==> src/rtl/rtcc_pkg.sv <==
// Constants, offsets and types shared by the calendar clock design.
package rtcc_pkg;

   // ***********************************************************
   // Oscillator and divider timing.
   // ***********************************************************
   localparam int unsigned OSC_HZ = 32768;
   localparam int unsigned DIV_W = 15;
   localparam logic [14:0] DIV_TOP = 15'h7fff;
   localparam int unsigned UIP_LEAD_US = 488;
   localparam int unsigned UIP_LEAD_TICKS =
      (UIP_LEAD_US * OSC_HZ + 999999) / 1000000;
   localparam logic [14:0] UIP_START = DIV_TOP - 15'(UIP_LEAD_TICKS);
   localparam logic [2:0] DIV_NORMAL = 3'h2;

   // ***********************************************************
   // Location indices of the lower bank.
   // ***********************************************************
   localparam int unsigned IDX_SEC = 0;
   localparam int unsigned IDX_SEC_ALM = 1;
   localparam int unsigned IDX_MIN = 2;
   localparam int unsigned IDX_MIN_ALM = 3;
   localparam int unsigned IDX_HR = 4;
   localparam int unsigned IDX_HR_ALM = 5;
   localparam int unsigned IDX_DOW = 6;
   localparam int unsigned IDX_DATE = 7;
   localparam int unsigned IDX_MON = 8;
   localparam int unsigned IDX_YEAR = 9;
   localparam int unsigned TIME_LOCS = 10;
   localparam logic [7:0] IDX_REG_A = 8'h0a;
   localparam logic [7:0] IDX_REG_B = 8'h0b;
   localparam logic [7:0] IDX_REG_C = 8'h0c;
   localparam logic [7:0] IDX_REG_D = 8'h0d;
   localparam int unsigned BANK_BYTES = 128;
   localparam int unsigned RAM_BYTES = 256;

   // ***********************************************************
   // Control register fields and reset values.
   // ***********************************************************
   localparam int unsigned B_SET = 7;
   localparam int unsigned B_PIE = 6;
   localparam int unsigned B_AIE = 5;
   localparam int unsigned B_UIE = 4;
   localparam int unsigned B_BIN = 2;
   localparam int unsigned B_H24 = 1;
   localparam int unsigned B_DSE = 0;
   localparam logic [2:0] REG_DIV_RST = 3'h2;
   localparam logic [3:0] REG_RATE_RST = 4'h6;
   localparam logic [7:0] REG_B_RST = 8'h02;
   localparam logic [7:0] REG_D_VAL = 8'h80;
   localparam logic [79:0] TM_RST = 80'h00_01_01_01_00_00_00_00_00_00;

   // ***********************************************************
   // Alarm wildcard, lockable ranges and substitute read data.
   // ***********************************************************
   localparam logic [1:0] ALM_WILD = 2'h3;
   localparam logic [4:0] LOCK0_BLK = 5'h07;
   localparam logic [4:0] LOCK1_BLK = 5'h17;
   localparam logic [7:0] LOCKED_DATA = 8'hff;
   localparam logic [7:0] ISOLATED_DATA = 8'hff;

   typedef enum logic [1:0] {
      UPD_IDLE,
      UPD_WAIT,
      UPD_STEP,
      UPD_CHECK
   } rtcc_upd_e;

endpackage

==> src/rtl/rtcc_alarm.sv <==
// Alarm comparator with per-field wildcard.
`timescale 1ns/100ps
`default_nettype none
module rtcc_alarm
   import rtcc_pkg::*;
#(
   parameter int unsigned FIELDS = 3
) (
   input wire logic [8*FIELDS-1:0] now_i,
   input wire logic [8*FIELDS-1:0] alm_i,
   output logic match_o
);
   logic [FIELDS-1:0] hit;

   for (genvar i = 0; i < FIELDS; i++) begin : g_field
      assign hit[i] = (alm_i[8*i+6 +: 2] == ALM_WILD) ||
         (alm_i[8*i +: 8] == now_i[8*i +: 8]);
   end

   assign match_o = &hit;
endmodule
`default_nettype wire

==> src/rtl/rtcc_calendar.sv <==
// Next-second calendar step in BCD or binary, 12 or 24 hour.
`timescale 1ns/100ps
`default_nettype none
module rtcc_calendar
   import rtcc_pkg::*;
(
   input wire logic [79:0] tm_i,
   input wire logic bin_i,
   input wire logic h24_i,
   input wire logic dse_i,
   input wire logic back_done_i,
   output logic [79:0] tm_o,
   output logic year_wrap_o,
   output logic fell_back_o
);
   function automatic logic [7:0] to_bin(input logic [7:0] v,
                                         input logic bin);
      return bin ? v : 8'({4'h0, v[7:4]} * 8'h0a + {4'h0, v[3:0]});
   endfunction

   function automatic logic [7:0] to_enc(input logic [7:0] v,
                                         input logic bin);
      logic [7:0] t;
      logic [7:0] u;
      t = v / 8'h0a;
      u = v % 8'h0a;
      return bin ? v : {t[3:0], u[3:0]};
   endfunction

   logic [7:0] s, m, h, w, d, mo, y, dim, h12, h12e, hr_in;

   always_comb begin
      tm_o = tm_i;
      year_wrap_o = 1'b0;
      fell_back_o = 1'b0;
      hr_in = tm_i[IDX_HR*8 +: 8];
      s = to_bin(tm_i[IDX_SEC*8 +: 8], bin_i) + 8'h01;
      m = to_bin(tm_i[IDX_MIN*8 +: 8], bin_i);
      w = to_bin(tm_i[IDX_DOW*8 +: 8], bin_i);
      d = to_bin(tm_i[IDX_DATE*8 +: 8], bin_i);
      mo = to_bin(tm_i[IDX_MON*8 +: 8], bin_i);
      y = to_bin(tm_i[IDX_YEAR*8 +: 8], bin_i);
      h12 = to_bin({1'b0, hr_in[6:0]}, bin_i);
      if (h24_i) begin
         h = to_bin(hr_in, bin_i);
      end else begin
         h = ((h12 == 8'h0c) ? 8'h00 : h12) +
            (hr_in[7] ? 8'h0c : 8'h00);
      end
      if (mo == 8'h02) begin
         dim = (y[1:0] == 2'h0) ? 8'h1d : 8'h1c;
      end else if (mo == 8'h04 || mo == 8'h06 || mo == 8'h09 ||
                   mo == 8'h0b) begin
         dim = 8'h1e;
      end else begin
         dim = 8'h1f;
      end
      if (s == 8'h3c) begin
         s = 8'h00;
         m = m + 8'h01;
      end
      if (m == 8'h3c) begin
         m = 8'h00;
         h = h + 8'h01;
      end
      if (dse_i && w == 8'h01 && h == 8'h02 && m == 8'h00 &&
          s == 8'h00) begin
         if (mo == 8'h04 && d <= 8'h07) begin
            h = 8'h03;
         end else if (mo == 8'h0a && d >= 8'h19 && !back_done_i) begin
            h = 8'h01;
            fell_back_o = 1'b1;
         end
      end
      if (h == 8'h18) begin
         h = 8'h00;
         w = (w == 8'h07) ? 8'h01 : w + 8'h01;
         d = d + 8'h01;
      end
      if (d > dim) begin
         d = 8'h01;
         mo = mo + 8'h01;
      end
      if (mo == 8'h0d) begin
         mo = 8'h01;
         y = y + 8'h01;
      end
      if (y == 8'h64) begin
         y = 8'h00;
         year_wrap_o = 1'b1;
      end
      h12 = h % 8'h0c;
      if (h12 == 8'h00) begin
         h12 = 8'h0c;
      end
      h12e = to_enc(h12, bin_i);
      tm_o[IDX_SEC*8 +: 8] = to_enc(s, bin_i);
      tm_o[IDX_MIN*8 +: 8] = to_enc(m, bin_i);
      tm_o[IDX_HR*8 +: 8] = h24_i ? to_enc(h, bin_i) :
         {(h >= 8'h0c), h12e[6:0]};
      tm_o[IDX_DOW*8 +: 8] = to_enc(w, bin_i);
      tm_o[IDX_DATE*8 +: 8] = to_enc(d, bin_i);
      tm_o[IDX_MON*8 +: 8] = to_enc(mo, bin_i);
      tm_o[IDX_YEAR*8 +: 8] = to_enc(y, bin_i);
   end
endmodule
`default_nettype wire

==> src/rtl/rtcc_core.sv <==
// Battery-backed calendar clock with two banks of byte storage.
`timescale 1ns/100ps
`default_nettype none

// Functional notes
// - Two 128-byte banks; 114 general bytes below.
// - Alarm, periodic 30.5 us-500 ms, update-ended interrupts.
// - Count full calendar; 12/24 hour, BCD/binary.
// - 32.768 kHz ticks divided to one second.
// - Locations 0-9 time, 0Ah-0Dh control registers.
// - Alarm byte C0-FF matches any value.
// - Alarm flag needs all fields; irq needs enable.
// - Time writes dropped, reads invalid during update.
// - Every year divisible by four is leap.
// - Alarm compares seconds, minutes, hours only.
// - Update each second unless set-inhibit or bad divider.
// - Update starts 488 us after flag, ends quickly.
// - Time locations isolated from host during update.
// - Interrupt routed internally as line eight only.
// - Two lockable 8-byte ranges: writes dropped, fixed reads.
// - Range lock clears only on hard reset.
// - Year 99 to 00 sets century flag; event in S0.
// - Well reset pin sets lost flag, resets register B, clears alarm and century flags.
// - Optional software-enabled daylight-saving adjustment.
module rtcc_core
   import rtcc_pkg::*;
(
   input wire logic clock_i,
   input wire logic nrst_i,
   input wire logic osc_tick_i,
   input wire logic rtc_well_reset_pin_n_i,
   input wire logic s0_state_i,
   input wire logic [1:0] lock_set_i,
   input wire logic well_lost_clr_i,
   input wire logic century_clr_i,
   input wire logic [7:0] ram_addr_i,
   input wire logic ram_wr_i,
   input wire logic ram_rd_i,
   input wire logic [7:0] ram_wdata_i,
   output logic [7:0] ram_rdata_o,
   output logic ram_rvalid_o,
   output logic rtc_irq_line_o,
   output logic system_mgmt_interrupt_o,
   output logic century_rollover_flag_o,
   output logic rtc_well_lost_flag_o,
   output logic update_in_progress_flag_o,
   output logic [1:0] lock_o
);
   import rtcc_pkg::*;

   // ***********************************************************
   // State.
   // ***********************************************************
   rtcc_upd_e state_q, state_d;
   logic [DIV_W-1:0] div_cnt_q;
   logic [2:0] div_sel_q;
   logic [3:0] rate_q;
   logic [7:0] reg_b_q;
   logic [79:0] tm_q;
   logic [7:0] ram_q [RAM_BYTES];
   logic update_in_progress_flag_q;
   logic pf_q, alarm_match_flag_q, uf_q;
   logic pf_d, alarm_match_flag_d, uf_d;
   logic century_rollover_flag_q, rtc_well_lost_flag_q;
   logic system_mgmt_interrupt_q, rtc_irq_line_q;
   logic back_done_q;
   logic [1:0] lock_q;
   logic [7:0] rdata_q;
   logic rvalid_q;

   // ***********************************************************
   // Address decode.
   // ***********************************************************
   wire lower_w = ~ram_addr_i[7];
   wire in_time_w = lower_w && ram_addr_i < 8'(TIME_LOCS);
   wire is_a_w = ram_addr_i == IDX_REG_A;
   wire is_b_w = ram_addr_i == IDX_REG_B;
   wire is_c_w = ram_addr_i == IDX_REG_C;
   wire is_d_w = ram_addr_i == IDX_REG_D;
   wire special_w = lower_w && ram_addr_i <= IDX_REG_D;
   wire locked_w = (lock_q[0] && ram_addr_i[7:3] == LOCK0_BLK) ||
      (lock_q[1] && ram_addr_i[7:3] == LOCK1_BLK);
   wire busy_w = state_q == UPD_STEP || state_q == UPD_CHECK;
   wire well_rst_w = ~rtc_well_reset_pin_n_i;
   wire wr_time_w = ram_wr_i && in_time_w && !busy_w;
   wire wr_a_w = ram_wr_i && is_a_w;
   wire wr_b_w = ram_wr_i && is_b_w;
   wire rd_c_w = ram_rd_i && is_c_w;
   wire wr_ram_w = ram_wr_i && !special_w && !locked_w;
   wire [3:0] tsel_w = in_time_w ? ram_addr_i[3:0] : 4'h0;

   // ***********************************************************
   // Divider chain and periodic tap.
   // ***********************************************************
   wire div_run_w = div_sel_q == DIV_NORMAL;
   wire sec_edge_w = osc_tick_i && div_run_w &&
      div_cnt_q == DIV_TOP;
   wire uip_start_w = osc_tick_i && div_run_w &&
      div_cnt_q == UIP_START && !reg_b_q[B_SET];
   wire [DIV_W-1:0] pmask_w = (rate_q == 4'h0) ? '0 :
      DIV_W'((15'h1 << (rate_q - 4'h1)) - 15'h1);
   wire pf_set_w = osc_tick_i && div_run_w && rate_q != 4'h0 &&
      (div_cnt_q & pmask_w) == pmask_w;

   always_ff @(posedge clock_i or negedge nrst_i) begin
      if (!nrst_i) begin
         div_cnt_q <= '0;
      end else if (!div_run_w) begin
         div_cnt_q <= '0;
      end else if (osc_tick_i) begin
         div_cnt_q <= div_cnt_q + 15'h1;
      end
   end

   // ***********************************************************
   // Update sequencer.
   // ***********************************************************
   logic [79:0] tm_next_w;
   logic year_wrap_w, fell_back_w, alarm_hit_w;

   rtcc_calendar u_calendar (
      .tm_i(tm_q),
      .bin_i(reg_b_q[B_BIN]),
      .h24_i(reg_b_q[B_H24]),
      .dse_i(reg_b_q[B_DSE]),
      .back_done_i(back_done_q),
      .tm_o(tm_next_w),
      .year_wrap_o(year_wrap_w),
      .fell_back_o(fell_back_w)
   );

   rtcc_alarm #(
      .FIELDS(3)
   ) u_alarm (
      .now_i({tm_q[IDX_HR*8 +: 8], tm_q[IDX_MIN*8 +: 8],
              tm_q[IDX_SEC*8 +: 8]}),
      .alm_i({tm_q[IDX_HR_ALM*8 +: 8], tm_q[IDX_MIN_ALM*8 +: 8],
              tm_q[IDX_SEC_ALM*8 +: 8]}),
      .match_o(alarm_hit_w)
   );

   always_comb begin
      state_d = state_q;
      case (state_q)
         UPD_IDLE: begin
            if (uip_start_w) begin
               state_d = UPD_WAIT;
            end
         end
         UPD_WAIT: begin
            if (reg_b_q[B_SET] || !div_run_w) begin
               state_d = UPD_IDLE;
            end else if (sec_edge_w) begin
               state_d = UPD_STEP;
            end
         end
         UPD_STEP: begin
            state_d = UPD_CHECK;
         end
         UPD_CHECK: begin
            state_d = UPD_IDLE;
         end
         default: begin
            state_d = UPD_IDLE;
         end
      endcase
   end

   wire upd_step_w = state_q == UPD_STEP;
   wire upd_check_w = state_q == UPD_CHECK;

   always_ff @(posedge clock_i or negedge nrst_i) begin
      if (!nrst_i) begin
         state_q <= UPD_IDLE;
         update_in_progress_flag_q <= 1'b0;
      end else begin
         state_q <= state_d;
         update_in_progress_flag_q <= state_d != UPD_IDLE;
      end
   end

   // ***********************************************************
   // Time and date locations.
   // ***********************************************************
   for (genvar i = 0; i < TIME_LOCS; i++) begin : g_tm
      always_ff @(posedge clock_i or negedge nrst_i) begin
         if (!nrst_i) begin
            tm_q[i*8 +: 8] <= TM_RST[i*8 +: 8];
         end else if (upd_step_w) begin
            tm_q[i*8 +: 8] <= tm_next_w[i*8 +: 8];
         end else if (wr_time_w && tsel_w == 4'(i)) begin
            tm_q[i*8 +: 8] <= ram_wdata_i;
         end
      end
   end

   always_ff @(posedge clock_i or negedge nrst_i) begin
      if (!nrst_i) begin
         back_done_q <= 1'b0;
      end else if (upd_step_w) begin
         back_done_q <= fell_back_w || (back_done_q &&
            tm_next_w[IDX_DATE*8 +: 8] == tm_q[IDX_DATE*8 +: 8]);
      end
   end

   // ***********************************************************
   // Control registers.
   // ***********************************************************
   always_ff @(posedge clock_i or negedge nrst_i) begin
      if (!nrst_i) begin
         div_sel_q <= REG_DIV_RST;
         rate_q <= REG_RATE_RST;
      end else if (wr_a_w) begin
         div_sel_q <= ram_wdata_i[6:4];
         rate_q <= ram_wdata_i[3:0];
      end
   end

   always_ff @(posedge clock_i or negedge nrst_i) begin
      if (!nrst_i) begin
         reg_b_q <= REG_B_RST;
      end else if (well_rst_w) begin
         reg_b_q <= REG_B_RST;
      end else if (wr_b_w) begin
         reg_b_q <= ram_wdata_i;
      end
   end

   // ***********************************************************
   // Event flags; a set in the register C read cycle wins.
   // ***********************************************************
   assign pf_d = pf_set_w || (pf_q && !rd_c_w);
   assign uf_d = upd_check_w || (uf_q && !rd_c_w);
   assign alarm_match_flag_d = !well_rst_w &&
      ((upd_check_w && alarm_hit_w) ||
       (alarm_match_flag_q && !rd_c_w));
   wire irqf_w = (pf_q && reg_b_q[B_PIE]) ||
      (alarm_match_flag_q && reg_b_q[B_AIE]) ||
      (uf_q && reg_b_q[B_UIE]);
   wire irqf_d_w = (pf_d && reg_b_q[B_PIE]) ||
      (alarm_match_flag_d && reg_b_q[B_AIE]) ||
      (uf_d && reg_b_q[B_UIE]);

   always_ff @(posedge clock_i or negedge nrst_i) begin
      if (!nrst_i) begin
         pf_q <= 1'b0;
         uf_q <= 1'b0;
         alarm_match_flag_q <= 1'b0;
         rtc_irq_line_q <= 1'b0;
      end else begin
         pf_q <= pf_d;
         uf_q <= uf_d;
         alarm_match_flag_q <= alarm_match_flag_d;
         rtc_irq_line_q <= irqf_d_w;
      end
   end

   // ***********************************************************
   // Century rollover, well power and range locks.
   // ***********************************************************
   wire century_w = upd_step_w && year_wrap_w;

   always_ff @(posedge clock_i or negedge nrst_i) begin
      if (!nrst_i) begin
         century_rollover_flag_q <= 1'b0;
         system_mgmt_interrupt_q <= 1'b0;
         rtc_well_lost_flag_q <= 1'b0;
      end else begin
         century_rollover_flag_q <= !well_rst_w && (century_w ||
            (century_rollover_flag_q && !century_clr_i));
         system_mgmt_interrupt_q <= century_w && s0_state_i;
         rtc_well_lost_flag_q <= well_rst_w ||
            (rtc_well_lost_flag_q && !well_lost_clr_i);
      end
   end

   always_ff @(posedge clock_i or negedge nrst_i) begin
      if (!nrst_i) begin
         lock_q <= 2'h0;
      end else begin
         lock_q <= lock_q | lock_set_i;
      end
   end

   // ***********************************************************
   // Storage banks and host read path.
   // ***********************************************************
   always_ff @(posedge clock_i) begin
      if (wr_ram_w) begin
         ram_q[ram_addr_i] <= ram_wdata_i;
      end
   end

   wire [7:0] tm_rd_w = busy_w ? ISOLATED_DATA :
      tm_q[tsel_w*8 +: 8];
   wire [7:0] rd_mux_w = locked_w ? LOCKED_DATA :
      in_time_w ? tm_rd_w :
      is_a_w ? {update_in_progress_flag_q, div_sel_q, rate_q} :
      is_b_w ? reg_b_q :
      is_c_w ? {irqf_w, pf_q, alarm_match_flag_q, uf_q, 4'h0} :
      is_d_w ? REG_D_VAL :
      ram_q[ram_addr_i];

   always_ff @(posedge clock_i or negedge nrst_i) begin
      if (!nrst_i) begin
         rdata_q <= 8'h00;
         rvalid_q <= 1'b0;
      end else begin
         rvalid_q <= ram_rd_i;
         if (ram_rd_i) begin
            rdata_q <= rd_mux_w;
         end
      end
   end

   // ***********************************************************
   // Outputs.
   // ***********************************************************
   assign ram_rdata_o = rdata_q;
   assign ram_rvalid_o = rvalid_q;
   assign rtc_irq_line_o = rtc_irq_line_q;
   assign system_mgmt_interrupt_o = system_mgmt_interrupt_q;
   assign century_rollover_flag_o = century_rollover_flag_q;
   assign rtc_well_lost_flag_o = rtc_well_lost_flag_q;
   assign update_in_progress_flag_o = update_in_progress_flag_q;
   assign lock_o = lock_q;
endmodule
`default_nettype wire

==> config.mk <==
export PLATFORM = sky130hd
export DESIGN_NAME = rtcc_core
export DESIGN_NICKNAME = d
export VERILOG_FILES = /design/src/rtl/rtcc_pkg.sv /design/src/rtl/rtcc_alarm.sv /design/src/rtl/rtcc_calendar.sv /design/src/rtl/rtcc_core.sv
export SDC_FILE = /design/constraint.sdc
export NUM_CORES = 2
export LEC_CHECK = 0
export BUFFER_PORTS_ARGS = -buffer_cell sky130_fd_sc_hd__buf_2
export CAP_MARGIN = 20
export CORE_MARGIN = 2
export CORE_UTILIZATION = 68
export DETAILED_ROUTE_END_ITERATION = 8
export PLACE_DENSITY_LB_ADDON = 0.15
export SLEW_MARGIN = 20
export SYNTH_ARGS = -nofsm -noshare
export SYNTH_HDL_FRONTEND = slang
export SYNTH_SLANG_ARGS = --single-unit
==> constraint.sdc <==
create_clock -name clock_i -period 17 [get_ports clock_i]
set_input_delay 3.4 -clock clock_i [delete_from_list [all_inputs] [get_ports clock_i]]
set_output_delay 3.4 -clock clock_i [all_outputs]
set_load 0.1 [all_outputs]
== Word level (Yosys, flattened, before mapping) ==
Memories as Yosys holds them, arrays and structs flattened.
Index checks and enable logic that the tools add are counted.

* Shifts and indexed selects: 2
* Multiplexer cells: 77
* Bitwise gates (word level): 5
* $add $sub $neg: 19
* Reductions and logical operators: 99
* Multipliers: 8
* Equal/unequal tests: 46
* Order comparisons: 6
* Divide/modulo/power cells: 17

{| class="wikitable"
|+ Operators with widths
! kind !! number
|-
| $mux W8 || 59
|-
| $shiftx A80 B8 Y8 || 1
|-
| $eq A8 B4 Y1 const B || 9
|-
| $mod A8 B4 Y8 const B || 9
|-
| $div A8 B4 Y8 const B || 8
|-
| $add A8 B1 Y8 const B || 7
|-
| $add A8 B4 Y8 || 7
|-
| $logic_and A1 B1 Y1 || 51
|-
| $mul A4 B3 Y7 const B || 7
|-
| $mux W15 || 3
|-
| $eq A8 B8 Y1 || 4
|-
| $eq A15 B15 Y1 const B || 2
|-
| $eq A8 B3 Y1 const B || 3
|-
| $logic_not A8 Y1 || 3
|-
| $logic_or A1 B1 Y1 || 19
|-
| $eq A4 B3 Y1 const B || 4
|-
| $eq A8 B2 Y1 const B || 2
|-
| $eq A8 B6 Y1 const B || 2
|-
| $reduce_bool A2 Y1 || 8
|-
| $add A15 B1 Y15 const B || 1
|-
| $and A15 B15 Y15 || 1
|-
| $eq A15 B15 Y1 || 1
|-
| $shl A1 B4 Y15 const A || 1
|-
| $sub A15 B1 Y15 const B || 1
|-
| 36 further kinds || 66
|}

* Memories kept: 1
* RAM bits: 2,048
* Flip-flop bits (word level): 132
* Input bits: 27
* Logic and storage cells: 307
* Output and inout port bits: 16

{| class="wikitable"
|+ Memories
! memory !! words !! width !! read ports !! clocked after memory_dff !! wr ports !! line !! text
|-
| ram_q || 256 || 8 || 1 || 0 || 1 || rtcc_core.sv:60 || <nowiki>logic [7:0] ram_q [RAM_BYTES];</nowiki>
|}

== Depth between registers and ports, before layout ==
* Depth after elaboration: 25
* Gate-level depth with buffers: 50
* Mapped depth without buffers: 43

== Modules after synthesis ==
Synthesis repeated with hierarchy kept, for this count alone.

* Cell total of the unflattened synthesis: 5,904
* Area total of the unflattened synthesis: 96,445.0 um^2

{| class="wikitable"
|+ Modules (own cells, without submodules)
! module !! cells an instance !! times used !! seq. area each (um^2) !! area each (um^2)
|-
| rtcc_core || 4,563 || 1 || 64,810.9 || 87,211.1
|-
| rtcc_calendar || 1,307 || 1 || 0.0 || 8,953.6
|-
| rtcc_alarm || 34 || 1 || 0.0 || 280.3
|}

== Least setup slack after synthesis ==
Ideal clock, no wire load.

* Kind: reg-to-reg
* From: register reg_b_q[2]
* To: register tm_q[74]
* Path buffers: 14
* Arrival: 11.001 ns
* Data required time: 16.918 ns
* Clock period less this slack: 11.083 ns
* Library setup time: 0.082 ns
* Path slack: 5.917 ns
* Cell stages (with the launch flop): 46
* Cell sequence: dfrtp_1 buf_2 clkbuf_1 buf_2 buf_2 buf_1 clkbuf_1 clkbuf_1 buf_1 buf_1 clkbuf_1 clkbuf_1 buf_1 mux2_2 ha_1 nand2_1 or2_2 or3_4 [10 not listed] nand2_1 o21ai_0 nor3_1 o311ai_1 o311ai_1 mux2_2 or2_2 buf_4 nor3_4 mux2_1 nor2_1 a21oi_1 o311ai_2 nor2_1 xnor2_1 ha_1 or3_1 a31oi_1

* Cells in the longest elaborated chain, start to end: 23
* Elaborated cells between the ends (all ways): 64
* Classes of those cells: add/sub: 7; div: 1; order compare: 3; eq/ne: 14; mux: 26; reduce/logical: 13

{| class="wikitable"
|+ RTL lines
! item !! line !! text
|-
| from (decl) || rtcc_core.sv:58 || <nowiki>logic [7:0] reg_b_q;</nowiki>
|-
| from (signal assigned) || rtcc_core.sv:225 || <nowiki>reg_b_q <= ram_wdata_i;</nowiki>
|-
| $mux W8 || rtcc_calendar.sv:18 || <nowiki>return bin ? v : 8'({4'h0, v[7:4]} * 8'h0a + {4'h0, v[3:0]});</nowiki>
|-
| $eq A8 B4 Y1 || rtcc_calendar.sv:47 || <nowiki>h = ((h12 == 8'h0c) ? 8'h00 : h12) +</nowiki>
|-
| $mux W8 || rtcc_calendar.sv:47 ||
|-
| $add A8 B8 Y8 || rtcc_calendar.sv:47 ||
|-
| $mux W8 || rtcc_calendar.sv:44 || <nowiki>if (h24_i) begin</nowiki>
|-
| $add A8 B1 Y8 || rtcc_calendar.sv:64 || <nowiki>h = h + 8'h01;</nowiki>
|-
| $mux W8 || rtcc_calendar.sv:62 || <nowiki>if (m == 8'h3c) begin</nowiki>
|-
| $eq A8 B2 Y1 || rtcc_calendar.sv:66 || <nowiki>if (dse_i && w == 8'h01 && h == 8'h02 && m == 8'h00 &&</nowiki>
|-
| [7 not listed] || n/a ||
|-
| $mux W8 || rtcc_calendar.sv:80 || <nowiki>if (d > dim) begin</nowiki>
|-
| $eq A8 B4 Y1 || rtcc_calendar.sv:84 || <nowiki>if (mo == 8'h0d) begin</nowiki>
|-
| $mux W8 || rtcc_calendar.sv:84 ||
|-
| $eq A8 B7 Y1 || rtcc_calendar.sv:88 || <nowiki>if (y == 8'h64) begin</nowiki>
|-
| $mux W8 || rtcc_calendar.sv:88 ||
|-
| $mod A8 B4 Y8 || rtcc_calendar.sv:26 || <nowiki>u = v % 8'h0a;</nowiki>
|-
| $mux W8 * || rtcc_calendar.sv:27 || <nowiki>return bin ? v : {t[3:0], u[3:0]};</nowiki>
|-
| $mux W8 * || rtcc_core.sv:189 || <nowiki>end else if (upd_step_w) begin</nowiki>
|-
| to (signal, indexed assignment) || rtcc_core.sv:188 || <nowiki>tm_q[i*8 +: 8] <= TM_RST[i*8 +: 8];</nowiki>
|-
| to (signal, indexed assignment) || rtcc_core.sv:190 || <nowiki>tm_q[i*8 +: 8] <= tm_next_w[i*8 +: 8];</nowiki>
|-
| to (signal, indexed assignment) || rtcc_core.sv:192 || <nowiki>tm_q[i*8 +: 8] <= ram_wdata_i;</nowiki>
|-
| to (decl) || rtcc_core.sv:59 || <nowiki>logic [79:0] tm_q;</nowiki>
|}

Mark *: on every way between the ends. The rest lies on a longest branch, timed or not.
A chain may end at the register's enable or synchronous reset.

== Worst setup path after layout ==
* From: register tm_q[38]
* To: register tm_q[74]

* Cells in the longest elaborated chain, start to end: 25
* Elaborated cells between the ends (all ways): 30
* Classes of those cells: add/sub: 4; mul: 2; div: 1; order compare: 1; eq/ne: 5; mux: 14; reduce/logical: 3

{| class="wikitable"
|+ RTL lines
! item !! line
|-
| $mul A3 B3 Y6 || rtcc_calendar.sv:18
|-
| $add A7 B4 Y8 || rtcc_calendar.sv:18
|-
| $mux W8 || rtcc_calendar.sv:18
|-
| $eq A8 B4 Y1 || rtcc_calendar.sv:47
|-
| $mux W8 || rtcc_calendar.sv:47
|-
| $add A8 B8 Y8 || rtcc_calendar.sv:47
|-
| $mux W8 * || rtcc_calendar.sv:44
|-
| $add A8 B1 Y8 || rtcc_calendar.sv:64
|-
| [9 not listed] || n/a
|-
| $mux W8 * || rtcc_calendar.sv:80
|-
| $eq A8 B4 Y1 * || rtcc_calendar.sv:84
|-
| $mux W8 * || rtcc_calendar.sv:84
|-
| $eq A8 B7 Y1 || rtcc_calendar.sv:88
|-
| $mux W8 * || rtcc_calendar.sv:88
|-
| $mod A8 B4 Y8 || rtcc_calendar.sv:26
|-
| $mux W8 * || rtcc_calendar.sv:27
|-
| $mux W8 * || rtcc_core.sv:189
|}

Marks and branches as above.

==> flow_metrics.py <==
metrics = {
    "run_status": {
        "status": "completed",
    },
    "die": {
        "die_w_microns": 378.6,
        "fp.dieH_microns": 378.6,
        "start_util_pct": 68.47,
        "die_area_sq_um": 143300,
        "coreArea_sq_um": 139400,
        "row_count": 137,
        "ios": 43,
    },
    "synthesis": {
        "synth.most_common_cell": "edfxtp_1",
        "syn_inst": 5504,
        "async_flop_share_pct": 6.058,
        "synth_edf_count": 2047,
        "syn_area_sq_um": 95420,
        "synthTopCellsByArea": "edfxtp_1 64%, mux4_2 16%, dfrtp_1 3.3%, nor2_1 2.0%, ha_1 1.1%",
        "post_synth_num_cell_types": 108,
        "yosys_warnings": 0,
        "ys_ff_latch": 2179,
        "synth.avg_cell_area_sq_um": 17.34,
        "seq_area_frac_synth_pct": 67.89,
        "synth_flop_cell": "edfxtp_1",
        "synth_top_area_share_pct": 64.42,
        "synth_common_cells": "2,047 x edfxtp_1, 661 x mux4_2, 503 x nor2_1",
        "yosysTopAreaCell": "edfxtp_1",
    },
    "global_routing": {
        "grt_usage_pct": 38.22,
        "antenna_found_initial": 10,
        "grt_max_degree": 177,
        "first_global_vias": 54570,
        "grt_pass1_wl_mm": 388.9,
        "grt_overflow_total": 0,
    },
    "drt": {
        "num_vias": 56270,
        "drt_iter0_markers": 8955,
        "routed_wl_mm": 269.1,
        "wl_per_cell_microns": 35.03,
        "avgViaCountPerCell": 7.327,
        "drc": 0,
        "drt_pass1_iterations": 7,
        "ant_nets": 0,
    },
    "clocking": {
        "clock_latency_ns": 0.86,
        "cts_max_level": 4,
        "post_cts_buffers": 0,
        "hold_buffers": 0,
        "ctsRootBufferMaster": "clkbuf_16",
        "cts_tree": "yes",
        "numCtsBuffers": 205,
        "clockBufferDepth": 3,
        "cts_num_sinks": 2179,
        "cts-resized-gates": 0,
        "clkSlewWorstSetupHoldPaths_ns": 0.06,
    },
    "layout": {
        "finish.instance_area_sq_um": 104600,
        "regArea_sq_um": 64780,
        "drive_gt1_share_pct": 21.09,
        "nets": 5752,
        "num-fill-cells": 7381,
        "synthToLayoutAreaGrowth_pct": 9.640,
        "multi_input_area_sq_um": 29690,
    },
    "placed_design": {
        "place_area_sq_um": 98020,
        "portBuffers": 42,
        "hpwl_mm": 148.1,
        "gp_congestion": 0.8965,
    },
    "critical_path": {
        "timing.reg2reg.setup_slack_ns": 5.37,
        "r2r_end": "tm_q[74]",
        "cp_max_fo": 13,
        "cp_slowest_cell": "xnor2_1",
        "start_kind": "flop",
        "path_common_cell": "ha_1",
        "required_ns": 17.76,
        "crit-reg2reg-launch": "tm_q[38]",
        "arrival_ns": 12.39,
        "endpoint_kind": "flop",
        "ff2ff_path_depth": 39,
        "cpPeakStageDelay_ns": 0.81,
        "critical_path_class": "flop to flop",
    },
    "sta": {
        "fin_worst_skew_ns": 0.03356,
        "setup-tns-final_ns": 0,
        "max_freq_mhz": 86.00,
        "min_period_ns": 11.63,
        "hold_slack_ns": 0.4994,
        "finalSetupViolCount": 0,
        "hold_viol": 0,
        "maxSlewViolCount": 0,
        "finalCritPeriodShare_pct": 68.40,
        "worst_slew_margin_rel_pct": 20.52,
        "rsz0062_at_grt": "false",
        "tightest_slew_ns": 1.188,
    },
    "hold_path": {
        "min_to": "lock_o[0]",
        "hold_path_depth": 1,
        "hold_class": "flop to flop",
        "hp-start": "lock_o[0]",
    },
    "power": {
        "leakagePower_nw": 33.74,
        "power_density_nw_per_um2": 115.5,
        "worst_ir_drop_vdd_mv": 0.1700,
    },
    "job": {
        "maxCapViolCount": 0,
    },
}
[registers in the layout, summed over array words and instances, names as in the netlist, 2 cells and up]
register	count
reg_b_q	8
ram_rdata_o	8
div_cnt_q	15
lock_o	2
state_q	2
ram_q	2047
tm_q	80
div_sel_q	3
rate_q	4
[final cells by class]
| type | instances | share of cell area (%) |
|---|---|---|
| well taps | 1876 | 2.244 |
| flip-flops and latches | 2179 | 61.93 |
| clock buffers | 264 | 5.246 |
| repair buffers | 124 | 0.9879 |
| diodes | 6 | 0.01435 |
| inverters | 49 | 0.1758 |
| clock inverters | 116 | 1.026 |
| multi-input cells | 3066 | 28.38 |
[worst max path at each step]
| stage | start | to | slack, ns | depth (start not counted) |
|---|---|---|---|---|
| detailed placement | tm_q[38] | tm_q[74] | 5.51 | 38 |
| CTS | tm_q[38] | tm_q[74] | 5.48 | 38 |
| finish | tm_q[38] | tm_q[74] | 5.37 | 39 |
| floorplan | reg_b_q[2] | tm_q[74] | 5.92 | 45 |
| global route | tm_q[38] | tm_q[74] | 4.21 | 40 |
| global placement | tm_q[38] | tm_q[74] | 5.52 | 39 |
[placed cells by master, fill, tap and decap left out, types with 37 or more instances in the layout]
cell	n
edfxtp_1	2047
mux4_2	661
nor2_1	502
nand2_1	253
clkbuf_16	210
a21oi_1	201
o21ai_0	139
dfrtp_1	124
conb_1	111
ha_1	85
xnor2_1	80
nand3_1	79
nor3_1	78
buf_4	75
mux2_2	69
mux2i_1	69
xor2_1	66
clkbuf_1	51
inv_1	47
clkinv_1	44
nor2b_1	43
a31oi_1	41
nor4_1	37
[where the power goes]
part	total, mW	internal (mW)	switching (mW)
clock	4.58	2.48	2.10
combinational	1.55	0.566	0.984
sequential	5.95	5.91	0.0341
[through the flow]
stage / cells / util, % / setup WS [ns] / power, mW
3_5_place_dp: 7293 / 70.33 / 5.511 / 7.557
6_report: 7680 / 75.07 / 5.372 / 12.08
4_1_cts: 7673 / 75.04 / 5.478 / 12.06
3_3_place_gp: 7292 / 70.33 / 5.520 / 7.526
2_1_floorplan: 5614 / - / 5.917 / 7.095
5_1_grt: 7674 / 75.06 / 4.208 / 12.37
[worst max-delay path: cells and delay by family (launching register included)]
kind / cells / cell delay, ns
compound gates: 15 / 5.21
xor+xnor: 2 / 0.97
fa+ha+maj: 7 / 2.13
buf+inv: 2 / 0.24
flops: 1 / 0.52
simple gates: 13 / 2.48
[layer usage]
metal	wire length [microns]	global-route usage, %	vias to the layer above
li1	-	-	22370
met1	93230	51.34	28820
met2	131600	61.05	4340
met3	29470	8.069	730
met4	14710	17.80	8
met5	47	0	-
[cell families after synthesis]
logic type	count (synthesis)	synth area share (%)
other	1	0.003930
AOI/OAI and AO/OA	719	4.886
xor gates and xnor gates	147	1.357
buffers and inverters	369	1.487
muxes	801	17.16
adders and majority gates	107	1.503
and+or+nand+nor	1181	5.707
DFF	2179	67.89
(Power assumes the default switching activity.)
